$ cat config.mk
export PLATFORM = sky130hd
export DESIGN_NAME = dual_carrier_counter_timer
export DESIGN_NICKNAME = d
export VERILOG_FILES = /design/src/hw/carrier_timer_pkg.sv /design/src/hw/dual_carrier_counter_timer.sv
export VERILOG_INCLUDE_DIRS = /design/src /design/src/hw
export SDC_FILE = /design/constraint.sdc
export NUM_CORES = 1
export LEC_CHECK = 0
export BUFFER_PORTS_ARGS = -buffer_cell sky130_fd_sc_hd__buf_4
export CAP_MARGIN = 30
export CORE_MARGIN = 2
export CORE_UTILIZATION = 50
export CTS_CLUSTER_DIAMETER = 100
export DETAILED_ROUTE_END_ITERATION = 10
export PLACE_DENSITY_LB_ADDON = 0.25
export SLEW_MARGIN = 5
export SYNTH_ARGS = -nofsm -noshare
export SYNTH_HDL_FRONTEND = slang
export SYNTH_SLANG_ARGS = --single-unit
$ cat constraint.sdc
create_clock -name core_clk -period 6.6 [get_ports core_clk]
set_input_delay 0 -clock core_clk [delete_from_list [all_inputs] [get_ports core_clk]]
set_output_delay 0 -clock core_clk [all_outputs]
set_load 0.1 [all_outputs]
$ cat src/hw/carrier_timer_defs.svh
// register offsets, field positions and reset values of the carrier counter/timer
`ifndef CARRIER_TIMER_DEFS_SVH
`define CARRIER_TIMER_DEFS_SVH
`define OFS_NARROW_CTRL 6'h00
`define OFS_SHARED_CTRL 6'h04
`define OFS_WIDE_CTRL 6'h08
`define OFS_SYNC_CTRL 6'h0C
`define OFS_NARROW_LOW_HOLD 6'h10
`define OFS_NARROW_HIGH_HOLD 6'h14
`define OFS_WIDE_HOLD_LOWER 6'h18
`define OFS_WIDE_HOLD_UPPER 6'h1C
`define OFS_WIDE_CAP_LOWER 6'h20
`define OFS_WIDE_CAP_UPPER 6'h24
`define OFS_NARROW_CAP_LOW 6'h28
`define OFS_NARROW_CAP_HIGH 6'h2C
`define BIT_EN 7
`define BIT_SINGLE 6
`define BIT_TOUT 5
`define BIT_CLK_HI 4
`define BIT_CLK_LO 3
`define BIT_CAP_IE 2
`define BIT_TOUT_IE 1
`define BIT_PIN_SEL 0
`define BIT_MODE 7
`define BIT_SEL 6
`define BIT_FN_HI 5
`define BIT_FN_LO 4
`define BIT_SUB_HI 3
`define BIT_SUB_LO 2
`define BIT_INIT8 1
`define BIT_INIT16 0
`define BIT_SYNC_WIDE_EN 7
`define BIT_SYNC_NARROW_EN 6
`define BIT_SYNC_MODE 5
`define SYNC_RESERVED 5'h1F
`define CTRL_RESET 8'h00
`define HOLD_RESET 8'h00
`define NARROW_FULL 8'hFF
`define WIDE_FULL 16'hFFFF
`define FILTER_SHORT 4'h4
`define FILTER_LONG 4'h8
`endif

$ cat src/hw/carrier_timer_pkg.sv
// types shared by the carrier counter/timer
package carrier_timer_pkg;
	typedef enum logic [1:0] {SUB_NORMAL, SUB_PINGPONG, SUB_FORCE_LOW, SUB_FORCE_HIGH} submode_type;
	typedef enum logic [1:0] {FN_AND, FN_OR, FN_NOR, FN_NAND} combine_type;
	typedef enum logic [1:0] {EDGE_FALL, EDGE_RISE, EDGE_BOTH, EDGE_NONE} edge_type;
endpackage

$ cat src/hw/dual_carrier_counter_timer.sv
// paired 8/16-bit carrier counter/timer with wishbone register access
// Overview of operation
// - mode bit 0 selects transmit, 1 selects demodulation for both counters
// - select bit routes shared pin in transmit, picks input pin in demodulation
// - transmit combined output is AND, OR, NOR or NAND of both outputs
// - edge detector pulses on chosen edges after glitch filter of chosen width
// - submode 01 makes single-pass ends ping-pong; 10 forces wide output low, 11 high
// - narrow output starts at initial level, holds inverse while disabled
// - wide output likewise, only in normal or ping-pong submode
// - demodulation sets rise and fall flags; writing 1 clears them
// - transmit wide counter reloads at terminal count, or stops if single-pass
// - demodulation wide counter starts on first edge, captures each later edge; single-pass accepts only the first
// - wide timeout flag sets at terminal count; write 1 clears
// - clock field picks full, half, quarter or eighth count rate
// - wide control holds capture and timeout enables and pin select
// - sync register mirrors both enables, sync bit, reserved bits read ones
// - narrow enable loads low hold for level 0, else high hold
// - narrow single-pass counts to zero, stops, toggles, flags, interrupts
// - narrow modulo-N toggles and reloads each end, flags once per cycle
// - holds take effect at next load; zero wraps through FF without timeout
// - narrow demodulation starts on first edge, captures complement, reloads FF
// - narrow demodulation timeout sets flag and continues from FF
// - function field encodes logic ops in transmit and edges in demodulation
//
// The implementer's own choice: the Wishbone interface to the registers.
`include "carrier_timer_defs.svh"
`timescale 1ns/10ps
`default_nettype none
module dual_carrier_counter_timer
(
	input wire logic core_clk,
	input wire logic rst_b,
	input wire logic wb_cyc_i,
	input wire logic wb_stb_i,
	input wire logic wb_we_i,
	input wire logic [5:2] wb_adr_i,
	input wire logic [31:0] wb_dat_i,
	input wire logic [3:0] wb_sel_i,
	output logic [31:0] wb_dat_o,
	output logic wb_ack_o,
	input wire logic irq_capable_input_pin,
	input wire logic plain_input_pin,
	input wire logic port_value_shared,
	input wire logic port_value_wide,
	input wire logic port_value_narrow,
	output logic combined_output_pin,
	output logic wide_output_pin,
	output logic narrow_output_pin,
	output logic narrow_timeout_irq,
	output logic narrow_capture_irq,
	output logic wide_timeout_irq,
	output logic wide_capture_irq
);
	// ==========================================================
	// register state
	logic [7:0] narrow_ctrl_reg, shared_ctrl_reg, wide_ctrl_reg;
	logic sync_mode_reg;
	logic [7:0] narrow_low_hold_reg, narrow_high_hold_reg;
	logic [7:0] wide_hold_lower_reg, wide_hold_upper_reg;
	logic [7:0] narrow_cap_low_reg, narrow_cap_high_reg;
	logic [15:0] wide_cap_reg;
	logic narrow_en_reg, wide_en_reg, narrow_tout_reg, wide_tout_reg;
	logic rise_flag_reg, fall_flag_reg;
	logic [7:0] narrow_cnt_reg;
	logic [15:0] wide_cnt_reg;
	logic narrow_wave_out, wide_wave_out, narrow_run_reg, wide_run_reg;
	logic narrow_half_reg, wide_armed_reg;
	logic [2:0] presc_reg;
	logic [1:0] pin_meta_reg, pin_sync_reg;
	logic demod_in;
	logic filt_reg, filt_prev_reg;
	logic [3:0] filt_cnt_reg;
	logic ack_reg;
	logic wr, rd_ack;
	logic demod, sel;
	carrier_timer_pkg::submode_type submode;
	carrier_timer_pkg::combine_type combine_fn;
	carrier_timer_pkg::edge_type edge_sel;
	logic rise_pulse, fall_pulse, edge_pulse;
	logic narrow_tick, wide_tick;
	logic narrow_start, wide_start, narrow_stop_wr, wide_stop_wr;
	logic narrow_tc, wide_tc;
	logic narrow_capture, wide_capture, narrow_pp_done, wide_pp_done;
	logic narrow_flag_evt, wide_flag_evt, combined;
	logic [3:0] filt_len;
	logic [7:0] wdat;

	assign demod = shared_ctrl_reg[`BIT_MODE];
	assign sel = shared_ctrl_reg[`BIT_SEL];
	assign submode = carrier_timer_pkg::submode_type'(shared_ctrl_reg[`BIT_SUB_HI:`BIT_SUB_LO]);
	assign combine_fn = carrier_timer_pkg::combine_type'(shared_ctrl_reg[`BIT_FN_HI:`BIT_FN_LO]);
	assign edge_sel = carrier_timer_pkg::edge_type'(shared_ctrl_reg[`BIT_FN_HI:`BIT_FN_LO]);
	assign wdat = wb_dat_i[7:0];

	// ==========================================================
	// wishbone slave: one wait state, ack drops after one cycle
	assign wr = wb_cyc_i && wb_stb_i && wb_we_i && wb_sel_i[0] && !ack_reg;
	assign rd_ack = wb_cyc_i && wb_stb_i && !ack_reg;
	assign wb_ack_o = ack_reg;

	always_ff @(posedge core_clk or negedge rst_b)
	begin
		if (!rst_b)
			ack_reg <= 1'b0;
		else
			ack_reg <= rd_ack;
	end

	// read mux, registered; unmapped offsets read zero
	always_ff @(posedge core_clk or negedge rst_b)
	begin
		if (!rst_b)
			wb_dat_o <= 32'h00000000;
		else if (rd_ack)
		begin
			wb_dat_o <= 32'h00000000;
			case ({wb_adr_i, 2'b00})
				`OFS_NARROW_CTRL: wb_dat_o[7:0] <= {narrow_en_reg, narrow_ctrl_reg[6],
					narrow_tout_reg, narrow_ctrl_reg[4:0]};
				`OFS_SHARED_CTRL: wb_dat_o[7:0] <= demod ? {shared_ctrl_reg[7:2],
					rise_flag_reg, fall_flag_reg} : shared_ctrl_reg;
				`OFS_WIDE_CTRL: wb_dat_o[7:0] <= {wide_en_reg, wide_ctrl_reg[6],
					wide_tout_reg, wide_ctrl_reg[4:0]};
				`OFS_SYNC_CTRL: wb_dat_o[7:0] <= {wide_en_reg, narrow_en_reg, sync_mode_reg,
					`SYNC_RESERVED};
				`OFS_NARROW_LOW_HOLD: wb_dat_o[7:0] <= narrow_low_hold_reg;
				`OFS_NARROW_HIGH_HOLD: wb_dat_o[7:0] <= narrow_high_hold_reg;
				`OFS_WIDE_HOLD_LOWER: wb_dat_o[7:0] <= wide_hold_lower_reg;
				`OFS_WIDE_HOLD_UPPER: wb_dat_o[7:0] <= wide_hold_upper_reg;
				`OFS_WIDE_CAP_LOWER: wb_dat_o[7:0] <= wide_cap_reg[7:0];
				`OFS_WIDE_CAP_UPPER: wb_dat_o[7:0] <= wide_cap_reg[15:8];
				`OFS_NARROW_CAP_LOW: wb_dat_o[7:0] <= narrow_cap_low_reg;
				`OFS_NARROW_CAP_HIGH: wb_dat_o[7:0] <= narrow_cap_high_reg;
				default: wb_dat_o <= 32'h00000000;
			endcase
		end
	end

	// plain control and hold registers
	always_ff @(posedge core_clk or negedge rst_b)
	begin
		if (!rst_b)
		begin
			narrow_ctrl_reg <= `CTRL_RESET;
			shared_ctrl_reg <= `CTRL_RESET;
			wide_ctrl_reg <= `CTRL_RESET;
			sync_mode_reg <= 1'b0;
			narrow_low_hold_reg <= `HOLD_RESET;
			narrow_high_hold_reg <= `HOLD_RESET;
			wide_hold_lower_reg <= `HOLD_RESET;
			wide_hold_upper_reg <= `HOLD_RESET;
		end
		else if (wr)
		begin
			case ({wb_adr_i, 2'b00})
				`OFS_NARROW_CTRL: narrow_ctrl_reg <= wdat;
				`OFS_SHARED_CTRL: shared_ctrl_reg <= wdat;
				`OFS_WIDE_CTRL: wide_ctrl_reg <= wdat;
				`OFS_SYNC_CTRL: sync_mode_reg <= wdat[`BIT_SYNC_MODE];
				`OFS_NARROW_LOW_HOLD: narrow_low_hold_reg <= wdat;
				`OFS_NARROW_HIGH_HOLD: narrow_high_hold_reg <= wdat;
				`OFS_WIDE_HOLD_LOWER: wide_hold_lower_reg <= wdat;
				`OFS_WIDE_HOLD_UPPER: wide_hold_upper_reg <= wdat;
				default: ;
			endcase
		end
	end

	// ==========================================================
	// input synchroniser, glitch filter and edge detector
	always_ff @(posedge core_clk or negedge rst_b)
	begin
		if (!rst_b)
		begin
			pin_meta_reg <= 2'b00;
			pin_sync_reg <= 2'b00;
		end
		else
		begin
			pin_meta_reg <= {plain_input_pin, irq_capable_input_pin};
			pin_sync_reg <= pin_meta_reg;
		end
	end

	// input choice made after both flops, so no raw pin reaches logic
	assign demod_in = sel ? pin_sync_reg[1] : pin_sync_reg[0];

	// filter: level must stay stable for filt_len cycles before it is accepted
	assign filt_len = (submode == carrier_timer_pkg::SUB_PINGPONG) ? `FILTER_SHORT :
		(submode == carrier_timer_pkg::SUB_FORCE_LOW) ? `FILTER_LONG : 4'h0;

	always_ff @(posedge core_clk or negedge rst_b)
	begin
		if (!rst_b)
		begin
			filt_reg <= 1'b0;
			filt_prev_reg <= 1'b0;
			filt_cnt_reg <= 4'h0;
		end
		else
		begin
			filt_prev_reg <= filt_reg;
			if (demod_in == filt_reg)
				filt_cnt_reg <= 4'h0;
			else if (filt_cnt_reg + 4'h1 >= filt_len)
			begin
				filt_reg <= demod_in;
				filt_cnt_reg <= 4'h0;
			end
			else
				filt_cnt_reg <= filt_cnt_reg + 4'h1;
		end
	end

	assign rise_pulse = demod && filt_reg && !filt_prev_reg &&
		(edge_sel == carrier_timer_pkg::EDGE_RISE || edge_sel == carrier_timer_pkg::EDGE_BOTH);
	assign fall_pulse = demod && !filt_reg && filt_prev_reg &&
		(edge_sel == carrier_timer_pkg::EDGE_FALL || edge_sel == carrier_timer_pkg::EDGE_BOTH);
	assign edge_pulse = rise_pulse || fall_pulse;

	// ==========================================================
	// prescaler: count ticks derived on core_clk, no divided clocks
	always_ff @(posedge core_clk or negedge rst_b)
	begin
		if (!rst_b)
			presc_reg <= 3'h0;
		else
			presc_reg <= presc_reg + 3'h1;
	end

	function automatic logic tick_of(input logic [1:0] rate, input logic [2:0] p);
		tick_of = (rate == 2'b00) || (rate == 2'b01 && p[0]) ||
			(rate == 2'b10 && p[1:0] == 2'b11) || (rate == 2'b11 && p == 3'h7);
	endfunction

	assign narrow_tick = tick_of(narrow_ctrl_reg[`BIT_CLK_HI:`BIT_CLK_LO], presc_reg);
	assign wide_tick = tick_of(wide_ctrl_reg[`BIT_CLK_HI:`BIT_CLK_LO], presc_reg);

	// ==========================================================
	// enable control from either control register or sync register
	assign narrow_start = wr && wdat[`BIT_EN] && ({wb_adr_i, 2'b00} == `OFS_NARROW_CTRL) ||
		wr && wdat[`BIT_SYNC_NARROW_EN] && ({wb_adr_i, 2'b00} == `OFS_SYNC_CTRL);
	assign narrow_stop_wr = wr && !wdat[`BIT_EN] && ({wb_adr_i, 2'b00} == `OFS_NARROW_CTRL) ||
		wr && !wdat[`BIT_SYNC_NARROW_EN] && ({wb_adr_i, 2'b00} == `OFS_SYNC_CTRL);
	assign wide_start = wr && wdat[`BIT_EN] && ({wb_adr_i, 2'b00} == `OFS_WIDE_CTRL) ||
		wr && wdat[`BIT_SYNC_WIDE_EN] && ({wb_adr_i, 2'b00} == `OFS_SYNC_CTRL);
	assign wide_stop_wr = wr && !wdat[`BIT_EN] && ({wb_adr_i, 2'b00} == `OFS_WIDE_CTRL) ||
		wr && !wdat[`BIT_SYNC_WIDE_EN] && ({wb_adr_i, 2'b00} == `OFS_SYNC_CTRL);

	// terminal count is reaching 0 from 1; a start at 0 wraps without timeout
	assign narrow_tc = narrow_run_reg && narrow_tick && narrow_cnt_reg == 8'h01;
	assign wide_tc = wide_run_reg && wide_tick && wide_cnt_reg == 16'h0001;
	assign narrow_capture = demod && narrow_en_reg && narrow_run_reg && edge_pulse;
	assign wide_capture = demod && wide_en_reg && edge_pulse &&
		(!wide_ctrl_reg[`BIT_SINGLE] || wide_armed_reg);
	assign narrow_pp_done = !demod && submode == carrier_timer_pkg::SUB_PINGPONG &&
		narrow_tc && narrow_ctrl_reg[`BIT_SINGLE];
	assign wide_pp_done = !demod && submode == carrier_timer_pkg::SUB_PINGPONG &&
		wide_tc && wide_ctrl_reg[`BIT_SINGLE];
	assign narrow_flag_evt = narrow_tc && (demod || narrow_ctrl_reg[`BIT_SINGLE] ||
		narrow_half_reg);
	assign wide_flag_evt = wide_tc;

	// ==========================================================
	// narrow counter
	always_ff @(posedge core_clk or negedge rst_b)
	begin
		if (!rst_b)
		begin
			narrow_en_reg <= 1'b0;
			narrow_run_reg <= 1'b0;
			narrow_cnt_reg <= 8'h00;
			narrow_wave_out <= 1'b1;
			narrow_half_reg <= 1'b0;
		end
		else if (narrow_start || wide_pp_done)
		begin
			narrow_en_reg <= 1'b1;
			narrow_half_reg <= 1'b0;
			narrow_run_reg <= !demod; // demodulation waits for first edge
			narrow_wave_out <= shared_ctrl_reg[`BIT_INIT8];
			narrow_cnt_reg <= demod ? `NARROW_FULL : (shared_ctrl_reg[`BIT_INIT8] ?
				narrow_high_hold_reg : narrow_low_hold_reg);
		end
		else if (narrow_stop_wr || !narrow_en_reg)
		begin
			narrow_en_reg <= 1'b0;
			narrow_run_reg <= 1'b0;
			narrow_wave_out <= !shared_ctrl_reg[`BIT_INIT8];
		end
		else if (demod && edge_pulse)
		begin
			narrow_run_reg <= 1'b1;
			narrow_cnt_reg <= `NARROW_FULL;
		end
		else if (narrow_tc && demod)
			narrow_cnt_reg <= 8'h00; // next tick wraps to FF and goes on
		else if (narrow_tc && narrow_ctrl_reg[`BIT_SINGLE])
		begin
			narrow_cnt_reg <= 8'h00;
			narrow_run_reg <= 1'b0;
			narrow_en_reg <= 1'b0;
			narrow_wave_out <= !narrow_wave_out;
		end
		else if (narrow_tc)
		begin
			narrow_half_reg <= !narrow_half_reg;
			narrow_wave_out <= !narrow_wave_out;
			narrow_cnt_reg <= narrow_wave_out ? narrow_low_hold_reg :
				narrow_high_hold_reg;
		end
		else if (narrow_run_reg && narrow_tick)
			narrow_cnt_reg <= narrow_cnt_reg - 8'h01;
	end

	// narrow capture registers, complemented count
	always_ff @(posedge core_clk or negedge rst_b)
	begin
		if (!rst_b)
		begin
			narrow_cap_low_reg <= 8'h00;
			narrow_cap_high_reg <= 8'h00;
		end
		else if (narrow_capture && rise_pulse)
			narrow_cap_low_reg <= ~narrow_cnt_reg;
		else if (narrow_capture)
			narrow_cap_high_reg <= ~narrow_cnt_reg;
	end

	// ==========================================================
	// wide counter
	always_ff @(posedge core_clk or negedge rst_b)
	begin
		if (!rst_b)
		begin
			wide_en_reg <= 1'b0;
			wide_run_reg <= 1'b0;
			wide_armed_reg <= 1'b0;
			wide_cnt_reg <= 16'h0000;
			wide_wave_out <= 1'b1;
		end
		else if (wide_start || narrow_pp_done)
		begin
			wide_en_reg <= 1'b1;
			wide_armed_reg <= 1'b1;
			wide_run_reg <= !demod;
			wide_wave_out <= shared_ctrl_reg[`BIT_INIT16];
			wide_cnt_reg <= {wide_hold_upper_reg, wide_hold_lower_reg};
		end
		else if (wide_stop_wr || !wide_en_reg)
		begin
			wide_en_reg <= 1'b0;
			wide_run_reg <= 1'b0;
			wide_wave_out <= !shared_ctrl_reg[`BIT_INIT16];
		end
		else if (wide_capture)
		begin
			wide_run_reg <= 1'b1;
			wide_armed_reg <= 1'b0;
			wide_cnt_reg <= `WIDE_FULL;
		end
		else if (wide_tc && (demod || !wide_ctrl_reg[`BIT_SINGLE]))
		begin
			if (!demod)
				wide_wave_out <= !wide_wave_out;
			wide_cnt_reg <= demod ? 16'h0000 : {wide_hold_upper_reg,
				wide_hold_lower_reg};
		end
		else if (wide_tc)
		begin
			wide_cnt_reg <= 16'h0000;
			wide_run_reg <= 1'b0;
			wide_en_reg <= 1'b0;
			wide_wave_out <= !wide_wave_out;
		end
		else if (wide_run_reg && wide_tick)
			wide_cnt_reg <= wide_cnt_reg - 16'h0001;
	end

	// wide capture register
	always_ff @(posedge core_clk or negedge rst_b)
	begin
		if (!rst_b)
			wide_cap_reg <= 16'h0000;
		else if (wide_capture && wide_run_reg)
			wide_cap_reg <= ~wide_cnt_reg;
	end

	// ==========================================================
	// sticky flags: hardware set wins over write-one clear
	always_ff @(posedge core_clk or negedge rst_b)
	begin
		if (!rst_b)
		begin
			narrow_tout_reg <= 1'b0;
			wide_tout_reg <= 1'b0;
			rise_flag_reg <= 1'b0;
			fall_flag_reg <= 1'b0;
		end
		else
		begin
			if (narrow_flag_evt)
				narrow_tout_reg <= 1'b1;
			else if (wr && {wb_adr_i, 2'b00} == `OFS_NARROW_CTRL && wdat[`BIT_TOUT])
				narrow_tout_reg <= 1'b0;
			if (wide_flag_evt)
				wide_tout_reg <= 1'b1;
			else if (wr && {wb_adr_i, 2'b00} == `OFS_WIDE_CTRL && wdat[`BIT_TOUT])
				wide_tout_reg <= 1'b0;
			// edge flags follow every detected edge, also the one that starts counting
			if (rise_pulse)
				rise_flag_reg <= 1'b1;
			else if (wr && demod && {wb_adr_i, 2'b00} == `OFS_SHARED_CTRL && wdat[`BIT_INIT8])
				rise_flag_reg <= 1'b0;
			if (fall_pulse)
				fall_flag_reg <= 1'b1;
			else if (wr && demod && {wb_adr_i, 2'b00} == `OFS_SHARED_CTRL && wdat[`BIT_INIT16])
				fall_flag_reg <= 1'b0;
		end
	end

	// ==========================================================
	// outputs: combining, forcing and pin muxes, all registered
	always_comb
	begin
		case (combine_fn)
			carrier_timer_pkg::FN_AND: combined = narrow_wave_out & wide_eff();
			carrier_timer_pkg::FN_OR: combined = narrow_wave_out | wide_eff();
			carrier_timer_pkg::FN_NOR: combined = ~(narrow_wave_out | wide_eff());
			default: combined = ~(narrow_wave_out & wide_eff());
		endcase
	end

	// forced submodes override the wide output, enabled or not, in transmit only
	function automatic logic wide_eff();
		wide_eff = (!demod && submode == carrier_timer_pkg::SUB_FORCE_LOW) ? 1'b0 :
			(!demod && submode == carrier_timer_pkg::SUB_FORCE_HIGH) ? 1'b1 :
			wide_wave_out;
	endfunction

	always_ff @(posedge core_clk or negedge rst_b)
	begin
		if (!rst_b)
		begin
			combined_output_pin <= 1'b0;
			wide_output_pin <= 1'b0;
			narrow_output_pin <= 1'b0;
			narrow_timeout_irq <= 1'b0;
			narrow_capture_irq <= 1'b0;
			wide_timeout_irq <= 1'b0;
			wide_capture_irq <= 1'b0;
		end
		else
		begin
			combined_output_pin <= (!demod && sel) ? combined : port_value_shared;
			wide_output_pin <= wide_ctrl_reg[`BIT_PIN_SEL] ? wide_eff() : port_value_wide;
			narrow_output_pin <= narrow_ctrl_reg[`BIT_PIN_SEL] ? narrow_wave_out : port_value_narrow;
			narrow_timeout_irq <= narrow_flag_evt && narrow_ctrl_reg[`BIT_TOUT_IE];
			narrow_capture_irq <= narrow_capture && narrow_run_reg && narrow_ctrl_reg[`BIT_CAP_IE];
			wide_timeout_irq <= wide_flag_evt && wide_ctrl_reg[`BIT_TOUT_IE];
			wide_capture_irq <= wide_capture && wide_ctrl_reg[`BIT_CAP_IE];
		end
	end

	// ==========================================================
	// checks
	AST_SYNC_RESERVED: assert property (@(posedge core_clk) disable iff (!rst_b)
		rd_ack && {wb_adr_i, 2'b00} == `OFS_SYNC_CTRL |=> wb_dat_o[4:0] == 5'h1F)
		else $error("reserved sync bits not ones");
	AST_NARROW_IDLE_LEVEL: assert property (@(posedge core_clk) disable iff (!rst_b)
		!wr && !narrow_en_reg && $stable(shared_ctrl_reg) && !narrow_start && !wide_pp_done
		|=> narrow_wave_out == !shared_ctrl_reg[`BIT_INIT8])
		else $error("narrow idle level wrong");
	AST_FORCE_LOW: assert property (@(posedge core_clk) disable iff (!rst_b)
		!demod && submode == carrier_timer_pkg::SUB_FORCE_LOW && wide_ctrl_reg[`BIT_PIN_SEL]
		&& $stable(shared_ctrl_reg) && $stable(wide_ctrl_reg) |=> !wide_output_pin)
		else $error("wide output not forced low");
	AST_WIDE_TOUT_SET: assert property (@(posedge core_clk) disable iff (!rst_b)
		wide_tc |=> wide_tout_reg)
		else $error("wide timeout flag not set");
	AST_NARROW_LOAD: assert property (@(posedge core_clk) disable iff (!rst_b)
		narrow_start && !demod && !shared_ctrl_reg[`BIT_INIT8]
		|=> narrow_cnt_reg == $past(narrow_low_hold_reg))
		else $error("narrow low hold not loaded");
	AST_NARROW_SINGLE_STOP: assert property (@(posedge core_clk) disable iff (!rst_b)
		narrow_tc && !demod && narrow_ctrl_reg[`BIT_SINGLE] && !narrow_start && !wide_pp_done
		&& !narrow_stop_wr |=> !narrow_en_reg && narrow_wave_out != $past(narrow_wave_out))
		else $error("narrow single pass did not stop");
	AST_RISE_FLAG: assert property (@(posedge core_clk) disable iff (!rst_b)
		rise_pulse && narrow_capture |=> rise_flag_reg && narrow_cap_low_reg == ~$past(narrow_cnt_reg))
		else $error("rise capture wrong");
	AST_WIDE_RELOAD: assert property (@(posedge core_clk) disable iff (!rst_b)
		wide_tc && !demod && !wide_ctrl_reg[`BIT_SINGLE] && !wide_start && !narrow_pp_done
		&& !wide_stop_wr |=> wide_en_reg && wide_cnt_reg == {$past(wide_hold_upper_reg),
		$past(wide_hold_lower_reg)})
		else $error("wide did not reload");
	AST_ACK_PULSE: assert property (@(posedge core_clk) disable iff (!rst_b)
		wb_ack_o |=> !wb_ack_o)
		else $error("ack longer than one cycle");
endmodule
`default_nettype wire

# Word-level counts from Yosys, hierarchy flattened
# Cells that the tools add are included.
[totals]
out_inout_bits = 40
inputBits = 50
reg_bits = 152
[op_classes]
n_addsub = 4
bitwise_logic = 8
n_eq_ne = 39
magnitude_cmp = 1
reduce_logical = 140
n_mux = 75
[op_table]
columns = ["operator", "n"]
rows = [
  ["$mux 16", 7],
  ["$pmux 8 s12", 1],
  ["$mux 8", 11],
  ["$logic_and 1x1->1", 67],
  ["$mux 1", 51],
  ["$reduce_and 2->1", 15],
  ["$logic_or 1x1->1", 21],
  ["$eq 16x1->1 const B", 1],
  ["$eq 2x2->1 const B", 8],
  ["$eq 4x3->1 const B", 4],
  ["$eq 4x4->1 const B", 4],
  ["$mux 4", 4],
  ["$not 16->16", 1],
  ["$reduce_bool 4->1", 4],
  ["$sub 16x1->16 const B", 1],
  ["$logic_not 1->1", 14],
  ["$ne 4x4->1 const B", 3],
  ["$reduce_and 3->1", 4],
  ["$reduce_bool 2->1", 6],
  ["$ne 2x2->1 const B", 5],
  ["$ne 3x3->1 const B", 3],
  ["$eq 2x1->1 const B", 4],
  ["$eq 4x2->1 const B", 2],
  ["$eq 8x1->1 const B", 1],
  ["other kinds (19)", 25],
]

# Depth between registers and ports, before layout
[depth]
ltp_word = 13
ltp_mapped = 10
mapped_depth_nobuf = 8

# Worst setup path after synthesis
# OpenSTA, ideal clock, no wires.
[synth_timing]
path_kind = "reg-to-reg"
startpoint = "register ack_reg, in the netlist wb_ack_o"
endpoint = "register narrow_low_hold_reg[0]"
synth_period_minus_slack_ps = 2549
setup_ps = 125
setup_slack_ps = 4051
path_buffers = 0
path_stages_with_launch = 6
arrival_time_ps = 2425
t_required_ps = 6475
path_cell_list = "dfrtp_1 > nand3b_1 > clkinv_1 > nand4_1 > nor3_1 > mux2_2"
[synth_between]
elab_chain_len = 3
[synth_lines]
columns = ["element", "line", "source"]
rows = [
  ["start, declared", "dual_carrier_counter_timer.sv:73", "logic ack_reg;"],
  ["start signal, assigned", "dual_carrier_counter_timer.sv:106", "ack_reg <= rd_ack;"],
  ["$logic_not 1->1", "dual_carrier_counter_timer.sv:97", "assign wr = wb_cyc_i && wb_stb_i && wb_we_i && wb_sel_i[0] && !ack_reg;"],
  ["$logic_and 1x1->1", "dual_carrier_counter_timer.sv:97", ""],
  ["$reduce_and 2->1 (no source line)", "-", ""],
  ["end signal, assigned", "dual_carrier_counter_timer.sv:148", "narrow_low_hold_reg <= `HOLD_RESET;"],
  ["end signal, assigned", "dual_carrier_counter_timer.sv:160", "`OFS_NARROW_LOW_HOLD: narrow_low_hold_reg <= wdat;"],
  ["end, declared", "dual_carrier_counter_timer.sv:58", "logic [7:0] narrow_low_hold_reg, narrow_high_hold_reg;"],
]
# No other way between the ends.
# A chain may end at the register's enable or synchronous reset.

# Final worst setup path
[layout_timing]
startpoint = "register wide_cnt_reg[0]"
endpoint = "register wide_cnt_reg[10]"
[layout_between]
elab_chain_len = 7
word_cells_on_any_way = 12
cone_classes = "1 x add/sub; 1 x eq/ne; 6 x mux; 4 x reduce/logical"
[layout_lines]
columns = ["element", "line", "source"]
rows = [
  ["start, declared", "dual_carrier_counter_timer.sv:65", "logic [15:0] wide_cnt_reg;"],
  ["start signal, assigned", "dual_carrier_counter_timer.sv:348", "wide_cnt_reg <= {wide_hold_upper_reg, wide_hold_lower_reg};"],
  ["start signal, assigned", "dual_carrier_counter_timer.sv:360", "wide_cnt_reg <= `WIDE_FULL;"],
  ["start signal, assigned", "dual_carrier_counter_timer.sv:366", "wide_cnt_reg <= demod ? 16'h0000 : {wide_hold_upper_reg,"],
  ["$sub 16x1->16 / $eq 16x1->1 (equally long branches)", "dual_carrier_counter_timer.sv:377, dual_carrier_counter_timer.sv:252", ""],
  ["$mux 16 / $logic_and 1x1->1 (equally long branches)", "dual_carrier_counter_timer.sv:376, dual_carrier_counter_timer.sv:252", ""],
  ["$mux 16 / $logic_and 1x1->1 (equally long branches)", "dual_carrier_counter_timer.sv:369, dual_carrier_counter_timer.sv:362", ""],
  ["$mux 16", "dual_carrier_counter_timer.sv:362", "else if (wide_tc && (demod || !wide_ctrl_reg[`BIT_SINGLE]))"],
  ["$mux 16", "dual_carrier_counter_timer.sv:356", "else if (wide_capture)"],
  ["$mux 16", "dual_carrier_counter_timer.sv:350", "else if (wide_stop_wr || !wide_en_reg)"],
  ["$mux 16", "dual_carrier_counter_timer.sv:342", "else if (wide_start || narrow_pp_done)"],
]
# Several ways; a longest one is shown, not always the timed one. The select of a mux whose other input is x is not followed.

==> results.md <==
Status:
- The run finished with clean final reports.

STA:
- Across all hold checks on the routed design, the worst slack comes to 92.5 ps.
- The final critical-path required period is 3210 ps.
- The worst-case headroom to the max-slew limit is 0.346.
- At the pin with the least slew margin, the transition time is 977 ps.
- Setup repair after global routing left no endpoint under its margin.
- The final setup slack of the worst path is 3390 ps.
- The final hold violation count is 0.
- The share of the clock period used by the worst path is 0.486.
- The peak clock frequency supported by timing is 312 MHz.
- The final number of max-transition violations is 0.
- Clock skew on the completed layout was measured at 7.29 ps.
- The sum of negative setup slack is 0 ps.
- The count of endpoints failing setup in the final report is 0.

Layout:
- The area growth from synthesis to layout is 13.9%.
- The layout has 1454 filler cells.
- The multi-input gate area in the final layout is 4160 um^2.
- The total area of sequential cells is 3760 um^2.
- The final antenna diode count is 0.
- At the end of the flow, the number of nets in the layout was 937.
- In the final layout, the share of cells above drive strength 1 is 0.165.
- The non-filler instance count after layout is 1107.

Pwr:
- The largest voltage drop on the vdd net is 0.199 mV.
- The static power due to leakage is 4.30 nW.
- The power density relative to cell area is 291 nW/um^2.

CTS:
- Counting along the longest clock path gives a buffer depth of 2.
- The total CTS buffers is 17.
- The H-tree depth is 4.
- The clock slew seen by the registers of the worst setup and hold paths is 60 ps.
- The count of clock tree sinks is 150.
- The clock network latency to the later pin of the worst-skew pair is 440 ps.
- TritonCTS built the clock tree.
- The post-CTS setup buffer count is 0.
- The library cell used as clock root buffer is clkbuf_16.

Job:
- The tool flagged a number of max-cap violations equal to 0.

Setup path:
- The biggest cell delay along the critical path is 680 ps.
- The buffering stage count on the worst path with inverters included is 0.
- The data required time of the critical path is 6930 ps.
- The startpoint identified for the worst register-to-register timing path is wide_cnt_reg[0]$_DFFE_PN0P_.
- The biggest fanout along the worst timing path is 21.
- The data arrival at the endpoint of the critical path is 3530 ps.
- The kind of critical path is reg2reg.
- The worst reg-to-reg setup slack is 3390 ps.
- Traced cell by cell, the critical path runs through ha_1, or4b_1, nor4_2, and2_1, a21oi_1, a2bb2oi_1, a22o_1.
- The endpoint kind of the worst setup timing path is a flip-flop.
- The cell family contributing the most delay on the critical path is simple AND/OR/NAND/NOR gates.
- On the critical path, the stage with the largest delay is an instance of and2_1.
- The worst register-to-register path ends at wide_cnt_reg[10]$_DFFE_PN0P_.
- The worst setup path is launched from a flip-flop.
- The cell count of the worst reg-to-reg path is 7.

Place:
- In this run the tool buffered the top-level ports with 38 buffer cells.
- The final HPWL from detailed placement is 16700 um.
- The post-placement cell count is 1059.
- The routability congestion estimate from global placement is 0.935.
- The pre-CTS setup slack is 3390 ps.

Drt:
- After detailed routing, the number of remaining DRC violations is 0.
- The total iterations of the first detailed-routing run is 5.
- In this run, the number of DRC markers left after iteration 0 of detailed routing was 746.
- The number of routed nets with antenna violations is 0.
- The total wirelength of the detailed-routed design is 23900 um.
- The final route contains 6838 vias.
- Dividing the detail-routed via count by the number of cells gives 6.18.
- The average routed wire per standard cell is 21.6 um.

Synth:
- Among all flip-flop cells after synthesis, the most frequent one is dfrtp_1.
- The share of the synthesized area in the top cell type is 0.447.
- The portion of the post-synthesis area used by sequential elements is 0.453.
- The instance count of the mapped netlist is 842.
- Counting flops with a built-in enable in the synthesized netlist gives 0.
- Sorting the synthesized cells by area gives the leading types as dfrtp_1 45%, mux2_2 7.2%, o21ai_0 5.5%.
- Averaged over all synthesized cells, the footprint is 9.84 um^2.
- The count of state elements after synthesis is 150.
- The share of flip-flops with an asynchronous set or reset after synthesis is 1.00.
- The Yosys warning count is 0.
- The largest total area in the synthesized netlist belongs to dfrtp_1.
- The netlist area before placement is 8280 um^2.
- The number of distinct library cells after synthesis is 73.

Worst hold path:
- The start point of the worst min-delay path is wb_adr_i[5].
- The number of cells traversed by the worst hold path is 3.
- For hold timing, the worst endpoint is wb_dat_o[3]$_DFFE_PN0P_.
- The type of the worst min-delay path is in2reg.

Floorplan:
- The full die area is 17600 um^2.
- The core box area is 16400 um^2.
- The floorplan die height is 133 um.
- 90 I/O pins were placed.
- The site row count is 47.
- The initial core utilization is 0.505.
- The horizontal die dimension is 133 um.

Global route:
- The number of antenna violations at the first check in global routing is 0.
- The via count of the first global-routing pass is 6368.
- The aggregate global routing overflow is 0.
- The first global-routing pass estimated 37300 um of wire.
- The global-route total usage across every layer is 0.279.
- The pin count of the biggest net entering global routing is 89.
## power breakdown
group / switching, mW / leakage [nW] / total [mW] / internal [mW]
combinational: 0.363 / 2.01 / 0.549 / 0.186
clock: 0.397 / 0.310 / 1.09 / 0.692
sequential: 0.113 / 1.98 / 1.11 / 0.993
## cell type report
cell class                      instances  area share
Inverter                               24     0.00955
Timing Repair Buffer                   59      0.0529
Multi-Input combinational cell        622       0.441
Sequential cell                       150       0.398
Clock inverter                         11      0.0207
Clock buffer                           21      0.0488
Tap cell                              220      0.0292
## cell usage after synthesis (9+ instances only)
| master | n |
|---|---|
| nor3_1 | 19 |
| dfrtp_1 | 148 |
| a21oi_1 | 38 |
| buf_4 | 26 |
| nand2_1 | 77 |
| inv_1 | 23 |
| o21a_1 | 11 |
| xnor2_1 | 10 |
| clkbuf_1 | 30 |
| mux2i_1 | 41 |
| nor2_1 | 52 |
| o21ai_0 | 91 |
| a32o_1 | 9 |
| and3_1 | 9 |
| xor2_1 | 14 |
| ha_1 | 13 |
| mux2_2 | 53 |
| nand3_1 | 12 |
## metal layers
metal | up-vias | global-route usage | routed length [um]
met5 | - | 0 | 0
met4 | 0 | 0.0950 | 599
met3 | 50 | 0.0487 | 1720
met2 | 327 | 0.428 | 11100
met1 | 3371 | 0.403 | 10500
li1 | 3090 | - | -
## kinds of logic (layout without fill, tap and decap cells)
kind of cell / count (synthesis) / in the layout / synth area share
xor gates and xnor gates: 24 / 24 / 0.0254
buffers and inverters: 93 / 115 / 0.0550
DFF: 150 / 150 / 0.453
other: 1 / 24 / 0.000453
and+or+nand+nor: 239 / 239 / 0.147
AOI/OAI and AO/OA: 227 / 227 / 0.175
adders and majority gates: 13 / 13 / 0.0196
muxes: 95 / 95 / 0.124
## what timing repair did
action | CTS | global route
hold buffers | 14 | 0
endpoints found under the hold margin | 146 | 0
gates resized for setup | 0 | 0
## worst min-delay path, delay by kind of cell
kind	cells	cell delay (ps)
buffers and inverters	1	220
AO/OA/AOI/OAI	2	250
## how the worst max path moves through the flow
stage                           startpoint  slack (ps)                            endpoint  cells past startpoint
2_1_floorplan           wb_ack_o$_DFF_PN0_        4050  narrow_low_hold_reg[0]$_DFFE_PN0P_                      5
3_3_place_gp        presc_reg[0]$_DFF_PN0_        3340        wide_cnt_reg[13]$_DFFE_PN0P_                      8
3_5_place_dp        presc_reg[0]$_DFF_PN0_        3390        wide_cnt_reg[12]$_DFFE_PN0P_                      8
4_1_cts             presc_reg[0]$_DFF_PN0_        3300        wide_cnt_reg[10]$_DFFE_PN0P_                      8
5_1_grt        wide_cnt_reg[0]$_DFFE_PN0P_        3200        wide_cnt_reg[12]$_DFFE_PN0P_                      7
6_report       wide_cnt_reg[0]$_DFFE_PN0P_        3390        wide_cnt_reg[10]$_DFFE_PN0P_                      7
## cell usage in the layout (no fill, tap or decap), types with 12 or more instances in the layout
| cell | n |
|---|---|
| dfrtp_1 | 148 |
| o21ai_0 | 91 |
| nand2_1 | 77 |
| mux2_2 | 53 |
| nor2_1 | 52 |
| buf_4 | 42 |
| mux2i_1 | 41 |
| a21oi_1 | 38 |
| conb_1 | 24 |
| inv_1 | 23 |
| nor3_1 | 19 |
| clkbuf_16 | 17 |
| xor2_1 | 14 |
| dlygate4sd3_1 | 14 |
| ha_1 | 13 |
| nand3_1 | 12 |
## metrics by stage
step / utilization / total power [mW] / instance area, um^2
2_1_floorplan: - / 1.50 / 8370
3_5_place_dp: 0.525 / 1.65 / 8610
5_1_grt: 0.575 / 2.85 / 9430
3_3_place_gp: 0.524 / 1.65 / 8600
4_1_cts: 0.573 / 2.74 / 9400
6_report: 0.575 / 2.75 / 9430
No activity file was read; power rests on OpenSTA's default activity.
